`config.mk`:
```
export PLATFORM = sky130hd
export DESIGN_NAME = quad_pot_spi_instruction_decoder
export DESIGN_NICKNAME = d
export VERILOG_FILES = /design/src/quad_pot_pkg.sv /design/src/setting_store.sv /design/src/quad_pot_spi_instruction_decoder.sv
export SDC_FILE = /design/constraint.sdc
export NUM_CORES = 1
export LEC_CHECK = 0
export BUFFER_PORTS_ARGS = -buffer_cell sky130_fd_sc_hd__buf_4
export CORE_MARGIN = 2
export CORE_UTILIZATION = 55
export CTS_CLUSTER_DIAMETER = 100
export CTS_CLUSTER_SIZE = 20
export DETAILED_ROUTE_END_ITERATION = 8
export PLACE_DENSITY = 0.72
export SYNTH_ARGS = -nofsm -noshare
export SYNTH_HDL_FRONTEND = slang
export SYNTH_SLANG_ARGS = --single-unit
```
`constraint.sdc`:
```
create_clock -name clock -period 3.5 [get_ports clock]
set_input_delay 0.175 -clock clock [delete_from_list [all_inputs] [get_ports clock]]
set_output_delay 0.175 -clock clock [all_outputs]
set_load 0.03 [all_outputs]
```
`src/quad_pot_pkg.sv`:
```
// Purpose: shared constants and types for the quad pot serial decoder
// Assumes: one system clock; serial pins already synchronous to it
// Notes:   frame bit counts are counted in serial clock rising edges
package quad_pot_pkg;
   localparam int          POTS           = 4;
   localparam int          SETTINGS       = 4;
   localparam int          WIPER_BITS     = 6;
   localparam int          MEM_WORDS      = POTS * SETTINGS;

   localparam logic [3:0]  DEVICE_TYPE    = 4'h5;
   localparam logic [1:0]  ADDR_PAD       = 2'h0;

   localparam logic [3:0]  OP_RD_WIPER    = 4'h9;
   localparam logic [3:0]  OP_WR_WIPER    = 4'ha;
   localparam logic [3:0]  OP_RD_SETTING  = 4'hb;
   localparam logic [3:0]  OP_WR_SETTING  = 4'hc;
   localparam logic [3:0]  OP_RECALL      = 4'hd;
   localparam logic [3:0]  OP_SAVE        = 4'he;
   localparam logic [3:0]  OP_G_RECALL    = 4'h1;
   localparam logic [3:0]  OP_G_SAVE      = 4'h8;
   localparam logic [3:0]  OP_INCDEC      = 4'h2;
   localparam logic [3:0]  OP_STATUS      = 4'h5;
   localparam logic [3:0]  STATUS_SELECT  = 4'h1;

   localparam logic [5:0]  CNT_HDR_LAST   = 6'd7;
   localparam logic [5:0]  CNT_INSTR_LAST = 6'd15;
   localparam logic [5:0]  CNT_DATA_LAST  = 6'd23;
   localparam logic [5:0]  CNT_TWO_BYTE   = 6'd16;
   localparam logic [5:0]  CNT_THREE_BYTE = 6'd24;
   localparam logic [5:0]  CNT_MAX        = 6'h3f;

   localparam logic [5:0]  WIPER_MAX      = 6'h3f;
   localparam logic [5:0]  WIPER_MIN      = 6'h00;
   localparam logic [5:0]  WIPER_RESET    = 6'h00;
   localparam logic [1:0]  POT_FIRST      = 2'h0;
   localparam logic [1:0]  POT_LAST       = 2'h3;

   // nonvolatile write time and its cycle count, least time rounded up
   localparam int          CLOCK_PERIOD_PS = 5000;
   localparam int          WRITE_TIME_US   = 10;
   localparam int          WRITE_CYCLES    =
      (WRITE_TIME_US * 1000000 + CLOCK_PERIOD_PS - 1) / CLOCK_PERIOD_PS;
   localparam int          TIMER_BITS      = 32;

   typedef struct packed {
      logic [3:0] opcode;
      logic [1:0] setting;
      logic [1:0] pot;
   } instr_t;

   typedef struct packed {
      logic       en;
      logic [3:0] addr;
      logic [5:0] data;
   } mem_wr_t;

   typedef enum logic [1:0] {
      seq_idle,
      seq_read,
      seq_apply,
      seq_save
   } seq_state_t;
endpackage

```
`src/setting_store.sv`:
```
// Purpose: stored-setting memory, one word per pot and setting
// Assumes: one write port, one read port with registered read data
// Notes:   address is {setting, pot}
`timescale 1ns/1ps
module setting_store
   import quad_pot_pkg::*;
#(
   parameter int WORDS = MEM_WORDS,
   parameter int WIDTH = WIPER_BITS
)
(
   input  wire logic             clock,
   input  wire logic             nrst,
   input  wire mem_wr_t          wr,
   input  wire logic [3:0]       rd_addr,
   output logic      [WIDTH-1:0] rd_data
);
   logic [WIDTH-1:0] store [WORDS];

   always_ff @(posedge clock or negedge nrst)
   begin
      if (!nrst)
      begin
         for (int i = 0; i < WORDS; i++)
         begin
            store[i] <= '0;
         end
         rd_data <= '0;
      end
      else
      begin
         if (wr.en)
         begin
            store[wr.addr] <= wr.data;
         end
         rd_data <= store[rd_addr];
      end
   end
endmodule

```
`src/quad_pot_spi_instruction_decoder.sv`:
```
// Purpose: serial instruction decoder for four digital pots
// Assumes: serial clock high and low phases each last three clocks or more
// Notes:   input sampled on serial clock rise, output changes on its fall
`timescale 1ns/1ps
module quad_pot_spi_instruction_decoder
   import quad_pot_pkg::*;
#(
   parameter int write_cycles = WRITE_CYCLES
)
(
   input  wire logic                          clock,
   input  wire logic                          nrst,
   input  wire logic                          cs_n,
   input  wire logic                          sck,
   input  wire logic                          si,
   output logic                               so,
   output logic                               so_en,
   input  wire logic                          chip_addr_hi,
   input  wire logic                          chip_addr_lo,
   output logic [POTS-1:0][WIPER_BITS-1:0]    wiper_position_reg,
   output logic                               write_in_progress
);
   logic                  sck_q;
   logic                  cs_q;
   logic [5:0]            bit_count;
   logic [7:0]            shift;
   logic                  hdr_ok;
   instr_t                instr;
   logic [7:0]            data_byte;
   logic [7:0]            out_shift;
   logic [TIMER_BITS-1:0] wip_timer;
   seq_state_t            seq_state;
   logic [1:0]            seq_pot;
   logic [1:0]            seq_last;
   logic [1:0]            seq_set;
   logic [5:0]            mem_rdata;

   // one step toward either end, holding at the ends
   function automatic logic [5:0] step(input logic [5:0] cur, input logic up);
      logic [5:0] res;
      res = cur;
      if (up && cur != WIPER_MAX)
      begin
         res = cur + 6'h01;
      end
      else if (!up && cur != WIPER_MIN)
      begin
         res = cur - 6'h01;
      end
      return res;
   endfunction

   // instructions whose third byte is driven by the device
   function automatic logic is_read(input instr_t ins);
      return ins.opcode == OP_RD_WIPER || ins.opcode == OP_RD_SETTING
         || (ins.opcode == OP_STATUS && {ins.setting, ins.pot} == STATUS_SELECT);
   endfunction

   wire        sck_rise  = sck & ~sck_q & ~cs_n;
   wire        sck_fall  = ~sck & sck_q & ~cs_n;
   wire        cs_rise   = cs_n & ~cs_q;
   wire [7:0]  next_shift = {shift[6:0], si};
   wire [7:0]  hdr_expect = {DEVICE_TYPE, ADDR_PAD, chip_addr_hi, chip_addr_lo};
   wire        busy      = (wip_timer != '0) || (seq_state != seq_idle);
   wire        end_two   = cs_rise && hdr_ok && bit_count == CNT_TWO_BYTE;
   wire        end_three = cs_rise && hdr_ok && bit_count == CNT_THREE_BYTE;
   wire        pots_zero = instr.pot == POT_FIRST;

   wire do_wr_wiper = end_three && instr.opcode == OP_WR_WIPER;
   wire do_wr_setting = end_three && instr.opcode == OP_WR_SETTING && !busy;
   wire do_recall = end_two && instr.opcode == OP_RECALL && !busy;
   wire do_save   = end_two && instr.opcode == OP_SAVE && !busy;
   wire do_grecall = end_two && instr.opcode == OP_G_RECALL && pots_zero
                     && !busy;
   wire do_gsave  = end_two && instr.opcode == OP_G_SAVE && pots_zero
                    && !busy;
   wire step_ev   = sck_rise && hdr_ok && instr.opcode == OP_INCDEC
                    && bit_count >= CNT_TWO_BYTE;
   wire seq_done_save = seq_state == seq_save && seq_pot == seq_last;
   wire wip_start = do_wr_setting || do_save || seq_done_save;

   wire [3:0] rd_addr = (seq_state != seq_idle) ? {seq_set, seq_pot}
                                                : {instr.setting, instr.pot};

   mem_wr_t mem_wr;
   always_comb
   begin
      mem_wr = '0;
      if (seq_state == seq_save)
      begin
         mem_wr = '{en: 1'b1, addr: {seq_set, seq_pot},
                    data: wiper_position_reg[seq_pot]};
      end
      else if (do_wr_setting)
      begin
         mem_wr = '{en: 1'b1, addr: {instr.setting, instr.pot},
                    data: data_byte[WIPER_BITS-1:0]};
      end
      else if (do_save)
      begin
         mem_wr = '{en: 1'b1, addr: {instr.setting, instr.pot},
                    data: wiper_position_reg[instr.pot]};
      end
   end

   setting_store u_store (
      .clock   (clock),
      .nrst    (nrst),
      .wr      (mem_wr),
      .rd_addr (rd_addr),
      .rd_data (mem_rdata)
   );

   // one shared wiper write port
   logic [POTS-1:0] wiper_we;
   logic [5:0]      wiper_wdata;
   always_comb
   begin
      wiper_we    = '0;
      wiper_wdata = mem_rdata;
      if (seq_state == seq_apply)
      begin
         wiper_we[seq_pot] = 1'b1;
      end
      else if (do_wr_wiper)
      begin
         wiper_we[instr.pot] = 1'b1;
         wiper_wdata         = data_byte[WIPER_BITS-1:0];
      end
      else if (step_ev)
      begin
         wiper_we[instr.pot] = 1'b1;
         wiper_wdata         = step(wiper_position_reg[instr.pot], si);
      end
   end

   genvar g;
   generate
      for (g = 0; g < POTS; g++)
      begin : g_wiper
         always_ff @(posedge clock or negedge nrst)
         begin
            if (!nrst)
            begin
               wiper_position_reg[g] <= WIPER_RESET;
            end
            else if (wiper_we[g])
            begin
               wiper_position_reg[g] <= wiper_wdata;
            end
         end
      end
   endgenerate

   // serial frame capture
   always_ff @(posedge clock or negedge nrst)
   begin
      if (!nrst)
      begin
         sck_q     <= 1'b0;
         cs_q      <= 1'b1;
         bit_count <= '0;
         shift     <= '0;
         hdr_ok    <= 1'b0;
         instr     <= '0;
         data_byte <= '0;
      end
      else
      begin
         sck_q <= sck;
         cs_q  <= cs_n;
         if (cs_n)
         begin
            bit_count <= '0;
            hdr_ok    <= 1'b0;
         end
         else if (sck_rise)
         begin
            shift <= next_shift;
            if (bit_count != CNT_MAX)
            begin
               bit_count <= bit_count + 6'h01;
            end
            if (bit_count == CNT_HDR_LAST)
            begin
               hdr_ok <= next_shift[7:0] == hdr_expect;
            end
            if (bit_count == CNT_INSTR_LAST)
            begin
               instr <= instr_t'(next_shift[7:0]);
            end
            if (bit_count == CNT_DATA_LAST)
            begin
               data_byte <= next_shift[7:0];
            end
         end
      end
   end

   // serial output byte
   logic [7:0] out_byte;
   always_comb
   begin
      out_byte = '0;
      case (instr.opcode)
         OP_RD_WIPER:   out_byte = {2'b00, wiper_position_reg[instr.pot]};
         OP_RD_SETTING: out_byte = {2'b00, mem_rdata};
         OP_STATUS:     out_byte = {7'b0000000, write_in_progress};
         default:       out_byte = '0;
      endcase
   end

   always_ff @(posedge clock or negedge nrst)
   begin
      if (!nrst)
      begin
         out_shift <= '0;
         so_en     <= 1'b0;
      end
      else if (cs_n)
      begin
         so_en <= 1'b0;
      end
      else if (sck_fall)
      begin
         if (bit_count == CNT_TWO_BYTE && hdr_ok && is_read(instr))
         begin
            out_shift <= out_byte;
            so_en     <= 1'b1;
         end
         else
         begin
            out_shift <= {out_shift[6:0], 1'b0};
         end
      end
   end

   assign so = out_shift[7];

   // transfer sequencer, two cycles per recalled pot, one per saved pot
   always_ff @(posedge clock or negedge nrst)
   begin
      if (!nrst)
      begin
         seq_state <= seq_idle;
         seq_pot   <= '0;
         seq_last  <= '0;
         seq_set   <= '0;
      end
      else
      begin
         case (seq_state)
            seq_idle:
            begin
               seq_set <= instr.setting;
               if (do_recall)
               begin
                  seq_pot   <= instr.pot;
                  seq_last  <= instr.pot;
                  seq_state <= seq_read;
               end
               else if (do_grecall)
               begin
                  seq_pot   <= POT_FIRST;
                  seq_last  <= POT_LAST;
                  seq_state <= seq_read;
               end
               else if (do_gsave)
               begin
                  seq_pot   <= POT_FIRST;
                  seq_last  <= POT_LAST;
                  seq_state <= seq_save;
               end
            end
            seq_read:
            begin
               seq_state <= seq_apply;
            end
            seq_apply:
            begin
               seq_pot   <= seq_pot + 2'h1;
               seq_state <= (seq_pot == seq_last) ? seq_idle : seq_read;
            end
            seq_save:
            begin
               seq_pot   <= seq_pot + 2'h1;
               seq_state <= (seq_pot == seq_last) ? seq_idle : seq_save;
            end
            default:
            begin
               seq_state <= seq_idle;
            end
         endcase
      end
   end

   // nonvolatile write timer
   always_ff @(posedge clock or negedge nrst)
   begin
      if (!nrst)
      begin
         wip_timer <= '0;
      end
      else if (wip_start)
      begin
         wip_timer <= TIMER_BITS'(write_cycles);
      end
      else if (wip_timer != '0)
      begin
         wip_timer <= wip_timer - TIMER_BITS'(1);
      end
   end

   assign write_in_progress = wip_timer != '0;
endmodule

```
After elaboration in Yosys (flattened, before gate mapping)
Index checks and enable logic that the tools add are counted.
{"block": "op_classes", "n_addsub": 5, "magnitude_cmp": 8, "n_eq_ne": 24, "n_mux": 51, "n_bitwise": 11, "n_reduce_logical": 58}
{"cell": "$bwmux W96", "n": 1}
{"cell": "$mux W6", "n": 13}
{"cell": "$mux W32", "n": 2}
{"cell": "$mux W11", "n": 3}
{"cell": "$reduce_bool A32 Y1", "n": 1}
{"cell": "$sub A32 B1 Y32 const B", "n": 1}
{"cell": "$eq A4 B4 Y1 const B", "n": 7}
{"cell": "$logic_and A1 B1 Y1", "n": 28}
{"cell": "$bmux W6 S2", "n": 2}
{"cell": "$bmux W6 S4", "n": 1}
{"cell": "$demux W6 S4", "n": 1}
{"cell": "$eq A6 B5 Y1 const B", "n": 3}
{"cell": "$mux W2", "n": 9}
{"cell": "$pmux W6 S3", "n": 1}
{"cell": "$mux W4", "n": 4}
{"cell": "$reduce_bool A2 Y1", "n": 8}
{"cell": "$reduce_and A2 Y1", "n": 7}
{"cell": "$add A6 B1 Y6 const B", "n": 2}
{"cell": "$ne A6 B6 Y1 const B", "n": 2}
{"cell": "$ge A5 B5 Y1 const B", "n": 2}
{"cell": "$not A4 Y5", "n": 2}
{"cell": "$mux W1", "n": 9}
{"cell": "$eq A4 B1 Y1 const B", "n": 2}
{"cell": "$eq A8 B7 Y1", "n": 1}
{"cell": "other kinds (27)", "n": 45}
{"block": "word_totals", "regBits": 205, "input_bits": 7, "output_inout_bits": 27, "elab_cells": 194}

Logic depth before layout (Yosys ltp)
Gate-level depths: netlist of the first run.
{"block": "logic_depth", "word_depth": 15, "mapped_depth": 11, "mapped_depth_nobuf": 10}

Cells and area by module
A second synthesis of the first run with hierarchy kept.
{"block": "unflattened", "hier_cells": 922, "area_unflattened_um2": 10836.6}
{"mod": "quad_pot_spi_instruction_decoder", "n_inst": 1, "cells_per_inst": 636, "area_each_um2": 6292.3, "seq_area_each_um2": 2578.7}
{"mod": "setting_store", "n_inst": 1, "cells_per_inst": 286, "area_each_um2": 4544.4, "seq_area_each_um2": 2552.4}

Worst setup path after synthesis of the first run
No wires, ideal clock.
{"block": "synth_timing", "path_type": "flip-flop to flip-flop", "start": "reg wip_timer[15]", "end": "reg u_store.store[36] in the netlist's numbering", "setup_ps": 125, "arrival_time_ps": 2892, "required_ps": 3375, "slack_ps": 483, "stages_incl_launch_ff": 9, "path_buffers": 1, "synth_period_minus_slack_ps": 3017, "cell_sequence": "dfrtp_1 or4_4 nor4_4 nand4_2 or3_4 a211oi_4 nor2b_1 buf_2 mux2_2"}
{"block": "synth_via", "elab_chain_cells": 13, "word_cells_on_any_way": 15, "classes_between": "order compare: 2; mux: 6; bitwise: 1; reduce/logical: 6"}
{"element": "start: declaration", "line": "quad_pot_spi_instruction_decoder.sv:31", "source": "logic [TIMER_BITS-1:0] wip_timer;"}
{"element": "start signal: assignment", "line": "quad_pot_spi_instruction_decoder.sv:306", "source": "wip_timer <= TIMER_BITS'(write_cycles);"}
{"element": "start signal: assignment", "line": "quad_pot_spi_instruction_decoder.sv:310", "source": "wip_timer <= wip_timer - TIMER_BITS'(1);"}
{"element": "$reduce_bool A32 Y1 (*)", "line": "quad_pot_spi_instruction_decoder.sv:64", "source": "wire busy = (wip_timer != '0) || (seq_state != seq_idle);"}
{"element": "$logic_or A1 B1 Y1 (*)", "line": "quad_pot_spi_instruction_decoder.sv:64"}
{"element": "$logic_not A1 Y1 (*)", "line": "quad_pot_spi_instruction_decoder.sv:70, quad_pot_spi_instruction_decoder.sv:72"}
{"element": "$logic_and A1 B1 Y1", "line": "quad_pot_spi_instruction_decoder.sv:72", "source": "wire do_save = end_two && instr.opcode == OP_SAVE && !busy;"}
{"element": "$mux W11", "line": "quad_pot_spi_instruction_decoder.sv:99", "source": "else if (do_save)"}
{"element": "$mux W11 (*)", "line": "quad_pot_spi_instruction_decoder.sv:94", "source": "else if (do_wr_setting)"}
{"element": "$mux W11 (*)", "line": "quad_pot_spi_instruction_decoder.sv:89", "source": "if (seq_state == seq_save)"}
{"element": "$not A4 Y5 (implied by the code)", "line": "setting_store.sv:34", "source": "store[wr.addr] <= wr.data;"}
{"element": "$ge A5 B5 Y1 (implied by the code) or $lt A5 B1 Y1 (tied branches)", "line": "setting_store.sv:34"}
{"element": "$logic_and A1 B1 Y1 (implied by the code)", "line": "setting_store.sv:34"}
{"element": "$mux W6 (implied by the code)", "line": "setting_store.sv:34"}
{"element": "$demux W6 S4", "line": "setting_store.sv:34"}
{"element": "$bwmux W96", "line": "setting_store.sv:34"}
{"element": "end signal: indexed assignment", "line": "setting_store.sv:34"}
{"element": "end: declaration", "line": "setting_store.sv:18", "source": "logic [WIDTH-1:0] store [WORDS];"}
Every way passes the cells marked *; elsewhere a longest branch is shown, timed or not.
A chain may end at the register's enable or synchronous reset.

Worst setup path after layout of the first run
{"block": "layout_timing", "start": "reg wip_timer[15]", "end": "reg u_store.store[62] in the netlist's numbering"}
The elaborated chain is that of the path after synthesis.

==> impl_metrics.py, run 1 <==
metrics = {
    "status": {
        "status": "finished clean",
    },
    "finish": {
        "final_cell_area_mm2": 0.01159,
        "synthToLayoutAreaGrowth_pct": 11.03,
        "nets": 942,
        "fin_util_pct": 62.15,
        "drive_gt1_share_pct": 30.64,
        "largest_reg_flops": 96,
        "n_antenna_cell": 0,
    },
    "setup_path": {
        "cp.required_ns": 3.88,
        "worstSetupPathType": "reg2reg",
        "cp.arrival_ns": 3.83,
        "endpoint_kind": "flip-flop",
        "cp_max_fo": 7,
        "start_kind": "flip-flop",
    },
    "floorplan": {
        "start_util_pct": 55.97,
        "fp.dieArea_mm2": 0.02009,
        "ios": 34,
        "coreArea_mm2": 0.01864,
        "rows": 50,
        "die_w_um": 141.7,
        "dieHeight_um": 141.7,
    },
    "place": {
        "dp_slack_ns": 0.1006,
        "place.gp.congestion": 0.9820,
        "dpl.hpwl_mm": 16.86,
        "place_area_mm2": 0.01116,
        "io_buffers": 33,
    },
    "timing": {
        "tns_ns": 0,
        "hold_viol_final": 0,
        "grt_setup_unrepaired": "false",
        "setup_viol": 0,
        "max_freq_mhz": 290.1,
        "post-route-min-period_ns": 3.447,
        "finalCritPeriodShare_pct": 98.47,
        "worstMarginPinSlew_ns": 1.085,
        "slew_viol_final": 0,
        "clock_skew_ns": 0.02925,
        "slew_headroom_pct": 27.01,
        "worst_slack_ns": 0.05345,
    },
    "route": {
        "drc": 0,
        "initialDrtViolationCount": 506,
        "ant_nets": 0,
        "vias": 7052,
        "via_per_inst": 6.074,
        "wire_per_inst_um": 20.23,
        "routed_wirelength_mm": 23.49,
        "drt_pass1_iterations": 5,
    },
    "cts": {
        "cts_tree": "done",
        "path_clk_slew_ns": 0.08,
        "clkLatencyLatePin_ns": 0.49,
        "cts_sinks": 205,
        "cts_root_buf": "clkbuf_16",
        "cts_buffers": 14,
        "htreeDepth": 1,
        "cts_buffer_depth": 3,
    },
    "logic_synthesis": {
        "synthCells": 869,
        "ys_ff_latch": 205,
        "yosys_warnings": 0,
        "syn_nets": 887,
        "synth_common_cells": "dfrtp_1, mux2_2, nor2_1",
        "avgSynthCellArea_um2": 12.01,
        "synthesis.area_mm2": 0.01044,
        "synthTopCellsByArea": "dfrtp_1, mux2_2, mux4_2",
        "ys_seq_area_share_pct": 49.17,
        "synth_top_cell_area_share_pct": 48.92,
        "async_reset_ff_share_pct": 100.0,
        "yosysUniqueCellTypes": 67,
        "synth.most_common_cell": "dfrtp_1",
        "synthFlopType": "dfrtp_1",
        "synth_top_cell_by_area": "dfrtp_1",
        "synth_edf_count": 0,
    },
    "flow_run": {
        "cap_violations": 0,
    },
    "min_path": {
        "min_path_type": "in2reg",
    },
    "global_route": {
        "grt_pass1_vias": 7382,
        "antenna_found_initial": 0,
        "grt_max_degree": 87,
        "grt_usage_pct": 24.59,
        "grt_pass1_wl_mm": 38.98,
        "grt.overflow.total": 0,
    },
    "power": {
        "power_leakage_nw": 5.300,
        "p_int_w": 0.003250,
        "combPwrFrac_pct": 3.8,
        "switchingPower_w": 0.0009534,
        "clkPwrFrac_pct": 37.1,
        "vdd_drop_max_v": 0.0004731,
        "p_sw_share_pct": 22.68,
        "p_seq_share_pct": 59.1,
        "powerDensity_mw_per_mm2": 362.8,
    },
}
## per-layer routing
layer	track usage, %	vias up	routed length [um]
met5	0	-	0
met4	8.263	0	783
met3	2.362	48	920
met2	43.54	170	12020
met1	32.01	3591	9763
li1	-	3243	-
## cell type report
type                    instances  area (um^2)
clock buffers                  17        361.6
inverters                      20        75.07
fillers                      1500         7057
clock inverters                 2        32.53
multi-input cells             607         5084
flip-flops and latches        205         5131
repair buffers                 76        609.3
well taps                     234        292.8
## path summary, 6_finish.rpt
check | startpoint | endpoint | slack [ns] | cells past startpoint
setup reg to reg | wip_timer[15] | u_store.store[62] | 0.05 | 8
hold / removal | si | shift[0] | 0.03 | 2
max in group asynchronous | nrst | out_shift[7] | 2.34 | 3
setup / recovery | wip_timer[15] | u_store.store[62] | 0.05 | 8
min in group asynchronous | nrst | wiper_position_reg[21] | 0.30 | 2
hold reg to reg | out_shift[7] | out_shift[7] | 0.47 | 2
## cells in the final DEF, fill, tap and decap left out, types with 19 or more instances in the layout
master / synthesis / final
inv_1: 20 / 20
a21oi_1: 21 / 21
buf_4: 0 / 70
nor3_1: 19 / 19
xnor2_1: 25 / 25
mux4_2: 35 / 35
nand2_1: 59 / 59
mux2_2: 136 / 136
nor2_1: 84 / 84
o21ai_0: 19 / 19
dfrtp_1: 204 / 204
## stage by stage
step | hold slack, ns | std cells | total power (W)
detailed placement | 0.2705 | 1139 | 0.002695
floorplan | -0.1206 | 869 | 0.002601
global placement | 0.2652 | 1139 | 0.002689
finish | 0.03423 | 1161 | 0.004204
global route | 0.04380 | 1161 | 0.004366
CTS | 0.02986 | 1161 | 0.004260
## kinds of logic (layout without fill, tap and decap cells)
kind of cell / count (synthesis) / after routing / synth area share [%]
compound gates: 99 / 99 / 6.463
xor+xnor: 40 / 40 / 3.357
fa+ha+maj: 11 / 11 / 1.319
buf+inv: 57 / 115 / 2.266
flops: 205 / 205 / 49.17
mux: 196 / 196 / 24.75
simple gates: 261 / 261 / 12.67
## what timing repair did
| item | 4_1_cts | 5_1_grt |
|---|---|---|
| endpoints found under the hold margin | 92 | 0 |
| hold buffers | 3 | 0 |
| gates resized for setup | 0 | 0 |
| buffers inserted | 0 | 0 |
## worst max-delay path, cell delays in order, from the launching register on
cell	delay, ns
dfrtp_1	0.43
or4_4	0.58
nor4_4	0.26
nand4_2	0.14
buf_4	0.19
nor4_1	0.91
a211oi_4	0.06
o21ai_1	0.38
mux2_2	0.40
## power by group through the flow
stage          registers, W  clock network, W  logic (W)
2_1_floorplan       0.00252                 0  0.0000811
3_3_place_gp        0.00253                 0   0.000162
3_5_place_dp        0.00253                 0   0.000164
4_1_cts             0.00248           0.00161   0.000168
5_1_grt             0.00250           0.00168   0.000187
6_report            0.00248           0.00156   0.000162
No activity file was read; power rests on OpenSTA's default activity.
==> run 2, diff against run 1 <==
==> constraint.sdc (replaced) <==
create_clock -name clock -period 3.5 [get_ports clock]
set_input_delay 0.525 -clock clock [delete_from_list [all_inputs] [get_ports clock]]
set_output_delay 0.525 -clock clock [all_outputs]
set_load 0.03 [all_outputs]
==> impl_metrics.py, run 2 (synthesized netlist as in run 1, its figures left out) <==
metrics = {
    "finish": {
        "nets": 943,
        "multi_input_area_mm2": 0.005084,
        "final_cell_mix": "dfrtp_1, mux2_2, nor2_1",
        "num-fill-cells": 1471,
        "seq_area_mm2": 0.005131,
        "final_cell_area_mm2": 0.01159,
        "n_antenna_cell": 0,
        "synthToLayoutAreaGrowth_pct": 11.03,
        "largest_reg_flops": 96,
        "drive_gt1_share_pct": 31.00,
        "layout_commonest_cell": "dfrtp_1",
    },
    "global_route": {
        "grt.overflow.total": 0,
        "grt_usage_pct": 24.02,
        "grt_max_degree": 85,
        "antenna_found_initial": 0,
        "grt_pass1_vias": 7317,
        "grt_pass1_wl_mm": 38.54,
    },
    "place": {
        "io_buffers": 33,
        "dpl.hpwl_mm": 16.64,
        "place.gp.congestion": 0.9117,
        "place_area_mm2": 0.01118,
        "dp_slack_ns": 0.2712,
    },
    "floorplan": {
        "ios": 34,
        "coreArea_mm2": 0.01864,
        "start_util_pct": 55.97,
        "rows": 50,
        "die_w_um": 141.7,
        "dieHeight_um": 141.7,
        "fp.dieArea_mm2": 0.02009,
    },
    "power": {
        "powerDensity_mw_per_mm2": 366.5,
        "power_leakage_nw": 5.307,
        "vdd_drop_max_v": 0.0004784,
    },
    "timing": {
        "slew_viol_final": 0,
        "worstMarginPinSlew_ns": 0.9199,
        "grt_setup_unrepaired": "false",
        "finalCritPeriodShare_pct": 91.66,
        "setup_viol": 0,
        "max_freq_mhz": 311.7,
        "slew_headroom_pct": 36.92,
        "tns_ns": 0,
        "clock_skew_ns": 0.03626,
        "worst_slack_ns": 0.2919,
        "post-route-min-period_ns": 3.208,
        "hold_viol_final": 0,
    },
    "route": {
        "initialDrtViolationCount": 522,
        "via_per_inst": 6.072,
        "drc": 0,
        "drt_pass1_iterations": 5,
        "vias": 7062,
        "wire_per_inst_um": 20.09,
        "ant_nets": 0,
        "routed_wirelength_mm": 23.36,
    },
    "setup_path": {
        "cpPeakStageDelay_ns": 0.62,
        "cp.required_ns": 3.93,
        "worstSetupPathType": "reg2reg",
        "cp_max_fo": 6,
        "cp.arrival_ns": 3.64,
        "endpoint_kind": "flip-flop",
        "crit_slowest_cell": "mux4_2",
        "start_kind": "flip-flop",
        "cp_cell_sequence": "mux4_2 > ha_1 > nand2b_1 > o22ai_1 > a41oi_1 > nand4_1 > and4b_1 > nor3_1 > mux2_2",
    },
    "cts": {
        "cts_root_buf": "clkbuf_16",
        "hold_buffers": 0,
        "cts_sinks": 205,
        "cts_buffer_depth": 3,
        "clkLatencyLatePin_ns": 0.49,
        "htreeDepth": 1,
        "cts_buffers": 14,
        "postCtsSetupRepairBufs": 0,
        "path_clk_slew_ns": 0.09,
        "cts_resized": 0,
        "cts_tree": "done",
    },
    "flow_run": {
        "cap_violations": 0,
    },
    "status": {
        "status": "finished clean",
    },
    "min_path": {
        "min_path_type": "in2async",
    },
}
## run 2: changes by cell type in the layout (fill, tap and decap cells not counted)
cell and change:
buf_4 +5, dlygate4sd3_1 -3, buf_12 -1, clkbuf_1 +1, clkbuf_16 +1, clkinv_8 -1
## run 2: area by class of cell
| cell class | count | share of cell area [%] |
|---|---|---|
| Tap cell | 234 | 2.527 |
| Timing Repair Buffer | 77 | 5.151 |
| Clock buffer | 19 | 3.369 |
| Multi-Input combinational cell | 607 | 43.88 |
| Sequential cell | 205 | 44.29 |
| Inverter | 20 | 0.6479 |
| Clock inverter | 1 | 0.1404 |
## run 2: worst paths after layout
kind | slack [ns] | start | to | depth (start not counted)
min in group clock | 0.18 | sck | sck_q | 1
setup reg to reg | 0.29 | instr[0] | wiper_position_reg[5] | 9
hold / removal | 0.09 | nrst | wip_timer[12] | 1
setup / recovery | 0.29 | instr[0] | wiper_position_reg[5] | 9
max in group asynchronous | 2.57 | nrst | u_store.store[68] | 2
hold reg to reg | 0.47 | out_shift[7] | out_shift[7] | 2
## run 2: per-layer routing
layer | track usage (%) | routed length [um] | up-vias
li1 | - | - | 3260
met2 | 41.31 | 11810 | 148
met4 | 8.000 | 760 | 0
met3 | 3.577 | 886 | 51
met1 | 31.51 | 9900 | 3603
met5 | 0 | 0 | -
## run 2: where the power goes
part	internal, W	leakage [nW]	total (W)	switching (W)
clock	0.000793	0.197	0.00160	0.000806
sequential	0.00243	2.72	0.00248	0.0000548
combinational	0.0000704	2.39	0.000163	0.0000931
## run 2: critical path: cells and delay by family, from the launching register on
family	cells	cell delay [ns]
AO/OA/AOI/OAI	2	0.60
flip-flops	1	0.48
adder cells (fa/ha/maj)	1	0.26
multiplexers	2	0.88
AND/OR/NAND/NOR	4	0.91
## run 2: per-stage QoR
stage / hold slack, ns / power, W / instances / util (%)
after global routing: 0.1484 / 0.004394 / 1163 / 62.15
after detailed placement: 0.4576 / 0.002701 / 1143 / 59.97
after floorplan: 0.2294 / 0.002601 / 869 / -
final: 0.09194 / 0.004246 / 1163 / 62.15
after global placement: 0.4520 / 0.002693 / 1143 / 59.97
after CTS: 0.1126 / 0.004294 / 1163 / 62.15
==> run 3, diff against run 2 <==
Settings changed: CTS_BUF_LIST set to sky130_fd_sc_hd__clkbuf_2 sky130_fd_sc_hd__clkbuf_4 sky130_fd_sc_hd__clkbuf_8.
==> impl_metrics.py, run 3 (synthesized netlist as in run 1, its figures left out) <==
metrics = {
    "flow_run": {
        "cap_violations": 0,
    },
    "setup_path": {
        "start_kind": "flip-flop",
        "endpoint_kind": "flip-flop",
        "reg2regPathDepth": 9,
        "rr_startpoint": "instr[0]",
        "critPathLaunch": "instr[0]",
        "cp_max_fo": 6,
        "worstSetupPathType": "reg2reg",
        "cp.arrival_ns": 3.68,
        "r2r_end": "wiper_position_reg[5]",
        "crit_end": "wiper_position_reg[5]",
        "cp.required_ns": 3.97,
        "rrSetupSlack_ns": 0.29,
    },
    "global_route": {
        "grt_pass1_vias": 7263,
        "grt.overflow.total": 0,
        "grt_usage_pct": 23.92,
        "grt_max_degree": 85,
        "antenna_found_initial": 0,
        "grt_pass1_wl_mm": 38.41,
    },
    "place": {
        "place.gp.congestion": 0.9117,
        "io_buffers": 33,
        "dpl.hpwl_mm": 16.64,
    },
    "route": {
        "drt_pass1_iterations": 7,
        "drc": 0,
        "highest_layer": "met4",
        "dr_wl_met2_mm": 11.85,
        "wl_met3_um": 891,
        "ant_nets": 0,
        "wire_per_inst_um": 19.91,
        "wl_met1_mm": 9.831,
        "via_per_inst": 6.068,
        "vias": 7057,
        "initialDrtViolationCount": 500,
        "routed_wirelength_mm": 23.16,
    },
    "cts": {
        "cts_buffer_depth": 3,
        "clkLatencyLatePin_ns": 0.54,
        "path_clk_slew_ns": 0.14,
        "hold_buffers": 0,
        "cts_tree": "done",
        "cts_buffers": 14,
        "cts_sinks": 205,
        "cts_resized": 0,
        "htreeDepth": 1,
        "cts_root_buf": "clkbuf_8",
        "postCtsSetupRepairBufs": 0,
    },
    "finish": {
        "multi_input_area_mm2": 0.005084,
        "synthToLayoutAreaGrowth_pct": 9.556,
        "layout_commonest_cell": "dfrtp_1",
        "largest_reg_flops": 96,
        "num-fill-cells": 1501,
        "seq_area_mm2": 0.005131,
        "drive_gt1_share_pct": 31.43,
        "n_antenna_cell": 0,
        "final_cell_mix": "dfrtp_1, mux2_2, nor2_1",
        "nets": 943,
    },
    "timing": {
        "slew_headroom_pct": 35.25,
        "grt_setup_unrepaired": "false",
        "hold_viol_final": 0,
        "post-route-min-period_ns": 3.209,
        "holdWs_ns": 0.03846,
        "setup_viol": 0,
        "slew_viol_final": 0,
        "tns_ns": 0,
        "worstMarginPinSlew_ns": 0.9442,
        "clock_skew_ns": 0.04507,
        "finalCritPeriodShare_pct": 91.70,
        "max_freq_mhz": 311.6,
    },
    "power": {
        "power_leakage_nw": 5.244,
        "power.total_w": 0.003860,
        "vdd_drop_max_v": 0.0003495,
        "powerDensity_mw_per_mm2": 337.6,
    },
    "floorplan": {
        "rows": 50,
        "dieHeight_um": 141.7,
        "start_util_pct": 55.97,
        "fp.dieArea_mm2": 0.02009,
        "ios": 34,
        "die_w_um": 141.7,
        "coreArea_mm2": 0.01864,
    },
    "status": {
        "status": "finished clean",
    },
    "min_path": {
        "min_path_type": "in2async",
    },
}
-- run 3: how the worst min path moves through the flow --
stage,endpoint,start,cells after the start,slack [ns]
5_1_grt,wip_timer[12],nrst,1,0.09
3_5_place_dp,out_shift[7],out_shift[7],2,0.46
3_3_place_gp,out_shift[6],out_shift[6],2,0.45
2_1_floorplan,bit_count[0],nrst,0,0.23
6_report,wiper_position_reg[23],nrst,1,0.04
4_1_cts,wiper_position_reg[23],nrst,1,0.05
-- run 3: through the flow --
step / util, % / area (um^2) / cells / worst slack [ns]
2_1_floorplan: - / 10440 / 869 / 0.4832
5_1_grt: 61.32 / 11430 / 1163 / 0.08245
3_3_place_gp: 59.97 / 11180 / 1143 / 0.3105
6_report: 61.32 / 11430 / 1163 / 0.2907
4_1_cts: 61.32 / 11430 / 1163 / 0.2804
3_5_place_dp: 59.97 / 11180 / 1143 / 0.2712
-- run 3: per-layer routing --
layer / track usage [%] / vias to the layer above
met1: 31.78 / 3613
met5: 0 / -
met3: 3.645 / 45
li1: - / 3253
met2: 41.13 / 146
met4: 6.947 / 0
-- run 3: critical path, stage by stage (launching register included) --
cell and delay, ns:
dfrtp_1 0.50, mux4_2 0.62, ha_1 0.26, nand2b_1 0.08, o22ai_1 0.11, a41oi_1 0.48
nand4_1 0.19, and4b_1 0.23, nor3_1 0.41, mux2_2 0.25
-- run 3: where the power goes --
part / internal [W] / switching [W] / leakage, nW
Clock: 0.000450 / 0.000761 / 0.134
Sequential: 0.00243 / 0.0000553 / 2.72
Combinational: 0.0000704 / 0.0000928 / 2.39
Total: 0.00295 / 0.000909 / 5.24
-- run 3: cell type report --
| cell class | instances | area share [%] |
|---|---|---|
| sequential | 205 | 44.88 |
| multi-input combinational | 607 | 44.47 |
| timing repair buffer | 77 | 5.221 |
| tap | 234 | 2.561 |
| clock buffer | 19 | 2.069 |
| inverter | 20 | 0.6567 |
| clock inverter | 1 | 0.1423 |
